[config.mk]
export PLATFORM = sky130hd
export DESIGN_NAME = trigger_sequencer_qualifier
export DESIGN_NICKNAME = d
export VERILOG_FILES = /design/src/shared/trigseq_pkg.sv /design/src/trigger_sequencer_qualifier.sv
export SDC_FILE = /design/constraint.sdc
export NUM_CORES = 1
export LEC_CHECK = 0
export ABC_AREA = 0
export BUFFER_PORTS_ARGS = -buffer_cell sky130_fd_sc_hd__buf_2
export CORE_MARGIN = 2
export CORE_UTILIZATION = 47
export DETAILED_ROUTE_END_ITERATION = 7
export PLACE_DENSITY = 0.61
export SYNTH_ARGS = -nofsm -noshare
export SYNTH_HDL_FRONTEND = slang
export SYNTH_SLANG_ARGS = --single-unit
[constraint.sdc]
create_clock -name clk_sys_i -period 5.7 [get_ports clk_sys_i]
set_input_delay 1.14 -clock clk_sys_i [delete_from_list [all_inputs] [get_ports clk_sys_i]]
set_output_delay 1.14 -clock clk_sys_i [all_outputs]
set_load 0.1 [all_outputs]
[src/shared/trigseq_pkg.sv]
// Constants for the trigger sequencer and storage qualifier.
// Assumes one state clock domain; event hits come from same-clock logic.
// Notes on behaviour
// - Start makes slot one the active slot.
// - Jump moves activity; inactive slot events ignored.
// - All events of active slot evaluated together.
// - Slot without jump stays active until stop.
// - Empty active slot does nothing; acquisition continues.
// - Fallback-only slot fires fallback every step.
// - All true events fire commands same step.
// - Conflicts resolved: earlier clause wins.
// - Only conflicting bracket member is dropped.
// - Conflicts: different jump targets, different ops on same counter.
// - Conflict inside one bracket is an error.
// - Error marks first contradiction line and flag.
// - Start refused while contradiction exists.
// - At most one qualification block.
// - Qualification condition: OR of maybe-inverted events.
// - Qualified mode stores only when condition or a store command is true.
// - Qualification block ignores active slot.
// - Store command counts only when executed.
// - No qualification anywhere: store every sample.
// - Otherwise store on command OR block condition.
// - Up to four slots in program order.
// - Exactly one slot active at any time.
// - Fallback fires when no event true.
package trigseq_pkg;
    localparam int NUM_SLOTS    = 4;
    localparam int NUM_CLAUSES  = 4;
    localparam int NUM_EVENTS   = 8;
    localparam int NUM_COUNTERS = 2;
    localparam int SLOT_W       = 2;
    localparam int CLAUSE_W     = 2;
    localparam int CNT_ID_W     = 1;
    localparam int CNT_OP_W     = 2;
    localparam int FIFO_DEPTH   = 16;
    // Clause word field positions
    localparam int F_VALID      = 0;
    localparam int F_ELSE       = 1;
    localparam int F_CONT       = 2;
    localparam int F_MASK       = 3;
    localparam int F_INV        = 11;
    localparam int F_JUMP       = 19;
    localparam int F_TGT        = 20;
    localparam int F_CNT        = 22;
    localparam int F_CNT_ID     = 23;
    localparam int F_CNT_OP     = 24;
    localparam int F_TRIG       = 26;
    localparam int F_STORE      = 27;
    localparam int WORD_W       = 28;
    localparam logic [SLOT_W-1:0] FIRST_SLOT = 2'h0;
    typedef enum logic [1:0] {CNT_INC = 2'h0, CNT_RESET = 2'h1, CNT_RESET_RUN = 2'h2, CNT_STOP = 2'h3} cnt_op_type;
    typedef enum logic [1:0] {RUN_IDLE = 2'h0, RUN_ACTIVE = 2'h1} run_state_type;
endpackage : trigseq_pkg

[src/trigger_sequencer_qualifier.sv]
// Trigger sequencer, storage qualifier and sample FIFO.
// Assumes event hits are same-clock logic and FIFO depth is a power of two.
`timescale 1ns/1ns

module store_fifo
    import trigseq_pkg::*;
#(
    parameter int WIDTH = 16,
    parameter int DEPTH = FIFO_DEPTH
)(
    input  wire logic             clk_sys_i,
    input  wire logic             reset_n_i,
    input  wire logic             in_valid_i,
    input  wire logic [WIDTH-1:0] in_data_i,
    output logic                  in_ready_o,
    output logic                  out_valid_o,
    output logic      [WIDTH-1:0] out_data_o,
    input  wire logic             out_ready_i
);
    localparam int PTR_W = $clog2(DEPTH);
    localparam int CNT_W = $clog2(DEPTH + 1);
    logic [WIDTH-1:0] mem_q [DEPTH];
    logic [PTR_W-1:0] wp_q;
    logic [PTR_W-1:0] rp_q;
    logic [CNT_W-1:0] cnt_q;
    logic [CNT_W-1:0] cnt_d;
    logic             ready_q;
    logic             ov_q;
    logic [WIDTH-1:0] od_q;
    logic             wr;
    logic             load;

    assign wr    = in_valid_i && ready_q;
    assign load  = (cnt_q != '0) && (!ov_q || out_ready_i);
    assign cnt_d = cnt_q + CNT_W'(wr) - CNT_W'(load);
    assign in_ready_o  = ready_q;
    assign out_valid_o = ov_q;
    assign out_data_o  = od_q;

    always_ff @(posedge clk_sys_i)
    begin
        if (wr)
        begin
            mem_q[wp_q] <= in_data_i;
        end
    end

    always_ff @(posedge clk_sys_i or negedge reset_n_i)
    begin
        if (!reset_n_i)
        begin
            wp_q    <= '0;
            rp_q    <= '0;
            cnt_q   <= '0;
            ready_q <= 1'b1;
        end
        else
        begin
            wp_q    <= wr ? wp_q + PTR_W'(1) : wp_q;
            rp_q    <= load ? rp_q + PTR_W'(1) : rp_q;
            cnt_q   <= cnt_d;
            ready_q <= cnt_d != CNT_W'(DEPTH);
        end
    end

    // Output stage lets the drain side stall
    always_ff @(posedge clk_sys_i or negedge reset_n_i)
    begin
        if (!reset_n_i)
        begin
            ov_q <= 1'b0;
            od_q <= '0;
        end
        else if (load)
        begin
            ov_q <= 1'b1;
            od_q <= mem_q[rp_q];
        end
        else if (out_ready_i)
        begin
            ov_q <= 1'b0;
        end
    end
endmodule : store_fifo

module trigger_sequencer_qualifier
    import trigseq_pkg::*;
#(
    parameter int DATA_W = 16
)(
    input  wire logic                       clk_sys_i,
    input  wire logic                       reset_n_i,
    input  wire logic                       prog_we_i,
    input  wire logic [SLOT_W-1:0]          prog_slot_i,
    input  wire logic [CLAUSE_W-1:0]        prog_clause_i,
    input  wire logic [WORD_W-1:0]          prog_word_i,
    input  wire logic                       qual_present_i,
    input  wire logic [NUM_EVENTS-1:0]      qual_mask_i,
    input  wire logic [NUM_EVENTS-1:0]      qual_inv_i,
    input  wire logic                       start_i,
    input  wire logic                       stop_i,
    input  wire logic                       sample_valid_i,
    input  wire logic [DATA_W-1:0]          sample_data_i,
    input  wire logic [NUM_EVENTS-1:0]      event_hit_i,
    output logic                            sample_ready_o,
    output logic                            acq_valid_o,
    output logic [DATA_W-1:0]               acq_data_o,
    input  wire logic                       acq_ready_i,
    output logic                            running_o,
    output logic [SLOT_W-1:0]               active_slot_o,
    output logic                            trigger_o,
    output logic                            jump_o,
    output logic [NUM_COUNTERS-1:0]         cnt_cmd_o,
    output logic [NUM_COUNTERS*CNT_OP_W-1:0] cnt_op_o,
    output logic                            contra_o,
    output logic [SLOT_W-1:0]               contra_slot_o,
    output logic [CLAUSE_W-1:0]             contra_clause_o,
    output logic                            run_refused_o
);
    logic [WORD_W-1:0]              prog_mem_q [NUM_SLOTS][NUM_CLAUSES];
    run_state_type                  state_q;
    logic [SLOT_W-1:0]              active_slot_q;
    logic                           trig_q;
    logic                           jump_q;
    logic [NUM_COUNTERS-1:0]        cnt_cmd_q;
    logic [NUM_COUNTERS*CNT_OP_W-1:0] cnt_op_q;
    logic                           contra_q;
    logic [SLOT_W-1:0]              cslot_q;
    logic [CLAUSE_W-1:0]            cclause_q;
    logic                           refused_q;
    logic [WORD_W-1:0]              word_w [NUM_CLAUSES];
    logic [NUM_CLAUSES-1:0]         hit_w;
    logic [NUM_CLAUSES-1:0]         fire_c;
    logic                           any_hit_c;
    logic                           jump_fire_c;
    logic [SLOT_W-1:0]              jump_tgt_c;
    logic                           trig_c;
    logic                           store_cmd_c;
    logic [NUM_COUNTERS-1:0]        cnt_en_c;
    logic [NUM_COUNTERS*CNT_OP_W-1:0] cnt_op_c;
    logic                           contra_c;
    logic [SLOT_W-1:0]              cslot_c;
    logic [CLAUSE_W-1:0]            cclause_c;
    logic                           store_any_c;
    logic                           linked_c;
    logic                           running;
    logic                           fifo_ready;
    logic                           step;
    logic                           qual_hit;
    logic                           qual_used;
    logic                           push;

    assign running        = state_q == RUN_ACTIVE;
    assign step           = running && sample_valid_i && fifo_ready;
    assign sample_ready_o = fifo_ready;
    assign running_o      = running;
    assign active_slot_o  = active_slot_q;
    assign trigger_o      = trig_q;
    assign jump_o         = jump_q;
    assign cnt_cmd_o      = cnt_cmd_q;
    assign cnt_op_o       = cnt_op_q;
    assign contra_o       = contra_q;
    assign contra_slot_o  = cslot_q;
    assign contra_clause_o = cclause_q;
    assign run_refused_o  = refused_q;

    always_ff @(posedge clk_sys_i)
    begin
        if (prog_we_i && !running)
        begin
            prog_mem_q[prog_slot_i][prog_clause_i] <= prog_word_i;
        end
    end

    for (genvar c = 0; c < NUM_CLAUSES; c++)
    begin : g_clause
        assign word_w[c] = prog_mem_q[active_slot_q][c];
        assign hit_w[c]  = word_w[c][F_VALID] && !word_w[c][F_ELSE] && !word_w[c][F_CONT]
                           && |((event_hit_i ^ word_w[c][F_INV+:NUM_EVENTS]) & word_w[c][F_MASK+:NUM_EVENTS]);
    end

    always_comb
    begin
        any_hit_c = |hit_w;
        for (int c = 0; c < NUM_CLAUSES; c++)
        begin
            if (c > 0 && word_w[c][F_CONT])
                fire_c[c] = fire_c[(c > 0) ? c - 1 : 0] && word_w[c][F_VALID];
            else if (word_w[c][F_ELSE])
                fire_c[c] = word_w[c][F_VALID] && !any_hit_c;
            else
                fire_c[c] = hit_w[c];
        end
    end

    always_comb
    begin
        jump_fire_c = 1'b0;
        jump_tgt_c  = FIRST_SLOT;
        trig_c      = 1'b0;
        store_cmd_c = 1'b0;
        cnt_en_c    = '0;
        cnt_op_c    = '0;
        for (int c = 0; c < NUM_CLAUSES; c++)
        begin
            if (fire_c[c])
            begin
                if (word_w[c][F_JUMP] && !jump_fire_c)
                begin
                    jump_fire_c = 1'b1;
                    jump_tgt_c  = word_w[c][F_TGT+:SLOT_W];
                end
                if (word_w[c][F_CNT] && !cnt_en_c[word_w[c][F_CNT_ID+:CNT_ID_W]])
                begin
                    cnt_en_c[word_w[c][F_CNT_ID+:CNT_ID_W]] = 1'b1;
                    cnt_op_c[word_w[c][F_CNT_ID+:CNT_ID_W]*CNT_OP_W+:CNT_OP_W] = word_w[c][F_CNT_OP+:CNT_OP_W];
                end
                trig_c      = trig_c | word_w[c][F_TRIG];
                store_cmd_c = store_cmd_c | word_w[c][F_STORE];
            end
        end
    end

    always_comb
    begin
        contra_c    = 1'b0;
        cslot_c     = '0;
        cclause_c   = '0;
        store_any_c = 1'b0;
        linked_c    = 1'b0;
        for (int s = 0; s < NUM_SLOTS; s++)
        begin
            for (int j = 0; j < NUM_CLAUSES; j++)
            begin
                store_any_c = store_any_c | (prog_mem_q[s][j][F_VALID] && prog_mem_q[s][j][F_STORE]);
                linked_c = 1'b1;
                for (int i = NUM_CLAUSES - 2; i >= 0; i--)
                begin
                    if (i < j)
                    begin
                        linked_c = linked_c && prog_mem_q[s][i+1][F_CONT];
                        if (linked_c && !contra_c && prog_mem_q[s][i][F_VALID] && prog_mem_q[s][j][F_VALID]
                            && ((prog_mem_q[s][i][F_JUMP] && prog_mem_q[s][j][F_JUMP]
                                 && prog_mem_q[s][i][F_TGT+:SLOT_W] != prog_mem_q[s][j][F_TGT+:SLOT_W])
                             || (prog_mem_q[s][i][F_CNT] && prog_mem_q[s][j][F_CNT]
                                 && prog_mem_q[s][i][F_CNT_ID+:CNT_ID_W] == prog_mem_q[s][j][F_CNT_ID+:CNT_ID_W]
                                 && prog_mem_q[s][i][F_CNT_OP+:CNT_OP_W] != prog_mem_q[s][j][F_CNT_OP+:CNT_OP_W])))
                        begin
                            contra_c  = 1'b1;
                            cslot_c   = SLOT_W'(s);
                            cclause_c = CLAUSE_W'(j);
                        end
                    end
                end
            end
        end
    end

    always_ff @(posedge clk_sys_i or negedge reset_n_i)
    begin
        if (!reset_n_i)
        begin
            contra_q  <= 1'b0;
            cslot_q   <= '0;
            cclause_q <= '0;
        end
        else
        begin
            contra_q  <= contra_c;
            cslot_q   <= cslot_c;
            cclause_q <= cclause_c;
        end
    end

    always_ff @(posedge clk_sys_i or negedge reset_n_i)
    begin
        if (!reset_n_i)
        begin
            state_q       <= RUN_IDLE;
            active_slot_q <= FIRST_SLOT;
            refused_q     <= 1'b0;
        end
        else
        begin
            refused_q <= 1'b0;
            case (state_q)
                RUN_IDLE:
                begin
                    if (start_i && contra_q)
                        refused_q <= 1'b1;
                    else if (start_i)
                    begin
                        state_q       <= RUN_ACTIVE;
                        active_slot_q <= FIRST_SLOT;
                    end
                end
                RUN_ACTIVE:
                begin
                    if (stop_i)
                        state_q <= RUN_IDLE;
                    else if (step && jump_fire_c)
                        active_slot_q <= jump_tgt_c;
                end
                default:
                    state_q <= RUN_IDLE;
            endcase
        end
    end

    always_ff @(posedge clk_sys_i or negedge reset_n_i)
    begin
        if (!reset_n_i)
        begin
            trig_q    <= 1'b0;
            jump_q    <= 1'b0;
            cnt_cmd_q <= '0;
            cnt_op_q  <= '0;
        end
        else
        begin
            trig_q    <= step && trig_c;
            jump_q    <= step && jump_fire_c;
            cnt_cmd_q <= step ? cnt_en_c : '0;
            cnt_op_q  <= cnt_op_c;
        end
    end

    assign qual_hit  = qual_present_i && |((event_hit_i ^ qual_inv_i) & qual_mask_i);
    assign qual_used = qual_present_i || store_any_c;
    assign push = step && (!qual_used || store_cmd_c || qual_hit);

    store_fifo #(
        .WIDTH (DATA_W),
        .DEPTH (FIFO_DEPTH)
    ) u_fifo (
        .clk_sys_i   (clk_sys_i),
        .reset_n_i   (reset_n_i),
        .in_valid_i  (push),
        .in_data_i   (sample_data_i),
        .in_ready_o  (fifo_ready),
        .out_valid_o (acq_valid_o),
        .out_data_o  (acq_data_o),
        .out_ready_i (acq_ready_i)
    );
endmodule : trigger_sequencer_qualifier

==> impl_metrics.json <==
{
  "outcome": "finished, final reports clean",
  "maxSlewHeadroom_pct": 16.5,
  "post_cts_resized": 0,
  "ys_async_sr_fraction_pct": 6.38,
  "ys_seq_elements": 752,
  "min_period_over_period_pct": 83.5,
  "syn_inst": 1703,
  "path_depth": 20,
  "placed_cells": 2675,
  "synthXorXnorAreaFrac_pct": 7.50,
  "synth_edf_count": 704,
  "fin_nets": 1985,
  "crit_slowest_cell": "dfrtp_4",
  "r2r_cells": 20,
  "reg2reg_slack_ns": 0.94,
  "io_pins": 115,
  "fin_area_um2": 35800,
  "yosysWarningCount": 0,
  "drt_pass1_iterations": 5,
  "dpl.hpwl_um": 48600,
  "die_w_um": 261,
  "gr-usage-all-layers_pct": 22.6,
  "rows": 94,
  "fin_tns_setup_ns": 0,
  "slowest_delay_ns": 0.73,
  "postCtsHoldBufs": 0,
  "rsz0062_at_grt": "false",
  "worstReg2RegEnd": "u_fifo.in_ready_o$_DFF_PN1_",
  "antenna_found_initial": 1,
  "cp.arrival_ns": 5.30,
  "first_global_vias": 16700,
  "syn_avg_cell_area_um2": 18.2,
  "finalSetupViolations": 0,
  "synth_compound_area_share_pct": 5.19,
  "critPathTopFamily": "compound AO/OA/AOI/OAI gates",
  "hold_path.class": "reg -> reg",
  "overflow": 0,
  "max_slew.worst_pin.slew_ns": 1.25,
  "regToRegStartpoint": "active_slot_o[0]$_DFFE_PN0P_",
  "crit_path_max_fanout": 34,
  "num_vias": 16500,
  "drtAntennaViolNets": 0,
  "final_common_cell": "edfxtp_1",
  "worstSetupPathType": "reg -> reg",
  "leakagePower_nw": 11.9,
  "via_per_inst": 5.83,
  "synth_fa_ha_area_share_pct": 0.508,
  "grt_max_degree": 50,
  "power_density_nw_per_um2": 406,
  "critPathLaunchType": "register",
  "cts_buffer_depth": 3,
  "synth_top_family_by_area": "multiplexers",
  "insertion_delay_ns": 0.63,
  "cts_htree_levels": 3,
  "synthMuxAreaShare_pct": 10.1,
  "core_um2": 65600,
  "ys_seq_area_share_pct": 72.0,
  "end_kind": "register",
  "synthSimpleGateAreaFrac_pct": 3.45,
  "synth_flop_cell": "edfxtp_1",
  "initial_core_util_pct": 47.3,
  "routedWlPerCell_um": 27.1,
  "hold_slack_ns": 0.500,
  "most-common-layout-cells": "704 x edfxtp_1, 210 x xor2_1, 124 x mux4_2",
  "die_area_um2": 68100,
  "max_freq_mhz": 210,
  "drtIter0Drc": 1551,
  "vdd_drop_max_mv": 0.242,
  "endpoint": "u_fifo.in_ready_o$_DFF_PN1_",
  "wirelength_um": 76500,
  "cts.sinks": 752,
  "port_buffers": 114,
  "min_period_ns": 4.76,
  "setup_ws_ns": 0.941,
  "syn-num-nets": 1795,
  "post_cts_buffers": 0,
  "syn-cell-area_um2": 31000,
  "tritoncts": "yes",
  "path_buf_inv": 5,
  "n_antenna_cell": 0,
  "cap_violations": 0,
  "finalHoldViolCount": 0,
  "grt_pass1_wl_um": 111000,
  "finClkSkew_ns": 0.0259,
  "required_ns": 6.24,
  "crit_path_start": "active_slot_o[0]$_DFFE_PN0P_",
  "drc": 0,
  "die_y_um": 261,
  "numCtsBuffers": 80,
  "syn2layout_area_growth_pct": 15.2,
  "pre_cts_slack_ns": 0.433,
  "clkTransAtPathRegs_ns": 0.06,
  "placed_area_um2": 33000,
  "drive_above_1_share_pct": 24.8,
  "cts-root-buf": "clkbuf_16",
  "crit_chain": "inv_2, a221oi_1, o21ai_0, a21oi_1, nor4_2, o311ai_4, buf_4, a311oi_4, nor3_1, a21oi_2, inv_2, ha_1, inv_1, fa_1, inv_1, a21oi_1, nor2_1, nor2_1, xnor2_1, nand2_1",
  "drv_slew": 0,
  "synth_cell_type_count": 73,
  "globalplace.congestion": 0.915,
  "fin_cells": 2822
}
==> worst reg2reg max path, delay by kind of cell, from the launching register on <==
family | cells | cell delay (ns)
AOI/OAI and AO/OA | 7 | 1.50
and+or+nand+nor | 5 | 1.06
buffers and inverters | 5 | 0.83
DFF | 1 | 0.73
adders and majority gates | 2 | 0.40
xor gates and xnor gates | 1 | 0.17
==> worst min-delay path by stage <==
stage | cells past startpoint | slack (ns) | to | startpoint
after floorplan | 2 | 0.47 | u_fifo.out_valid_o$_DFFE_PN0P_ | u_fifo.cnt_q[0]$_DFF_PN0_
after global placement | 1 | 0.49 | u_fifo.out_data_o[13]$_DFFE_PN0P_ | u_fifo.out_data_o[13]$_DFFE_PN0P_
after detailed placement | 1 | 0.49 | u_fifo.out_data_o[8]$_DFFE_PN0P_ | u_fifo.out_data_o[8]$_DFFE_PN0P_
after CTS | 1 | 0.51 | u_fifo.out_data_o[8]$_DFFE_PN0P_ | u_fifo.out_data_o[8]$_DFFE_PN0P_
after global routing | 1 | 0.52 | u_fifo.out_data_o[15]$_DFFE_PN0P_ | u_fifo.out_data_o[15]$_DFFE_PN0P_
final | 1 | 0.50 | u_fifo.out_data_o[8]$_DFFE_PN0P_ | u_fifo.out_data_o[8]$_DFFE_PN0P_
==> registers in the layout, summed over array words and instances, names as in the netlist, 2 cells and up <==
register,count
u_fifo.cnt_q,5
contra_slot_o,2
active_slot_o,2
prog_mem_q,448
u_fifo.rp_q,4
u_fifo.mem_q,256
cnt_op_o,4
contra_clause_o,2
u_fifo.out_data_o,16
u_fifo.wp_q,4
cnt_cmd_o,2
==> metal layers <==
metal	share of wire, %	vias up	track usage, %
met4	2.5	2	6.96
met1	43	8569	31.6
li1	-	7194	-
met5	0.013	-	0
met2	49	581	36.5
met3	6.4	113	4.06
==> area by class of cell <==
| class | instances | area [um^2] |
|---|---|---|
| clock buffer | 101 | 2150 |
| clock inverter | 46 | 657 |
| fill | 5075 | 29900 |
| inverter | 26 | 97.6 |
| multi-input combinational | 869 | 8470 |
| sequential | 752 | 22400 |
| tap | 864 | 1080 |
| timing repair buffer | 164 | 958 |
==> through the flow <==
stage / total power [mW] / utilization, %
floorplan: 8.48 / -
global placement: 9.15 / 50.2
finish: 14.5 / 54.5
global route: 15.0 / 54.5
CTS: 14.7 / 54.5
detailed placement: 9.20 / 50.2
==> synthesized netlist by cell type, drive strengths merged, types with 3 or more instances <==
cell type	instances	share of area [%]
or3	5	0.12
o21ai	22	0.37
nand2b	5	0.10
a21boi	3	0.073
mux2	21	0.76
and2	4	0.081
a22oi	32	0.77
or4	3	0.073
nor2	50	0.60
a21o	3	0.073
xor2	210	5.9
o22ai	3	0.060
buf	36	0.69
a22o	3	0.085
nand4	12	0.24
and3	6	0.14
a221oi	14	0.39
mux4	125	9.1
a31oi	10	0.20
inv	25	0.30
nor2b	7	0.14
nor3b	4	0.11
nand3	39	0.63
ha	11	0.44
mux2i	9	0.29
edfxtp	704	68
nor3	14	0.24
o211ai	20	0.48
clkbuf	20	0.25
xnor2	56	1.6
a21oi	56	0.91
nand2	57	0.69
nor4	3	0.081
a222oi	15	0.48
dfrtp	47	3.8
o2111ai	20	0.56
==> logic make-up (layout without fill, tap and decap cells) <==
family                     after synthesis  after routing
and+or+nand+nor                        217            217
adders and majority gates               12             12
AOI/OAI and AO/OA                      219            219
DFF                                    752            752
xor gates and xnor gates               266            266
muxes                                  155            155
buffers and inverters                   82            337
==> power breakdown <==
| part | internal [mW] | total (mW) | switching, mW |
|---|---|---|---|
| sequential | 6.26 | 6.58 | 0.317 |
| combinational | 1.02 | 2.46 | 1.44 |
| clock | 3.37 | 5.50 | 2.13 |
| total | 10.6 | 14.5 | 3.89 |
(Power assumes the default switching activity.)
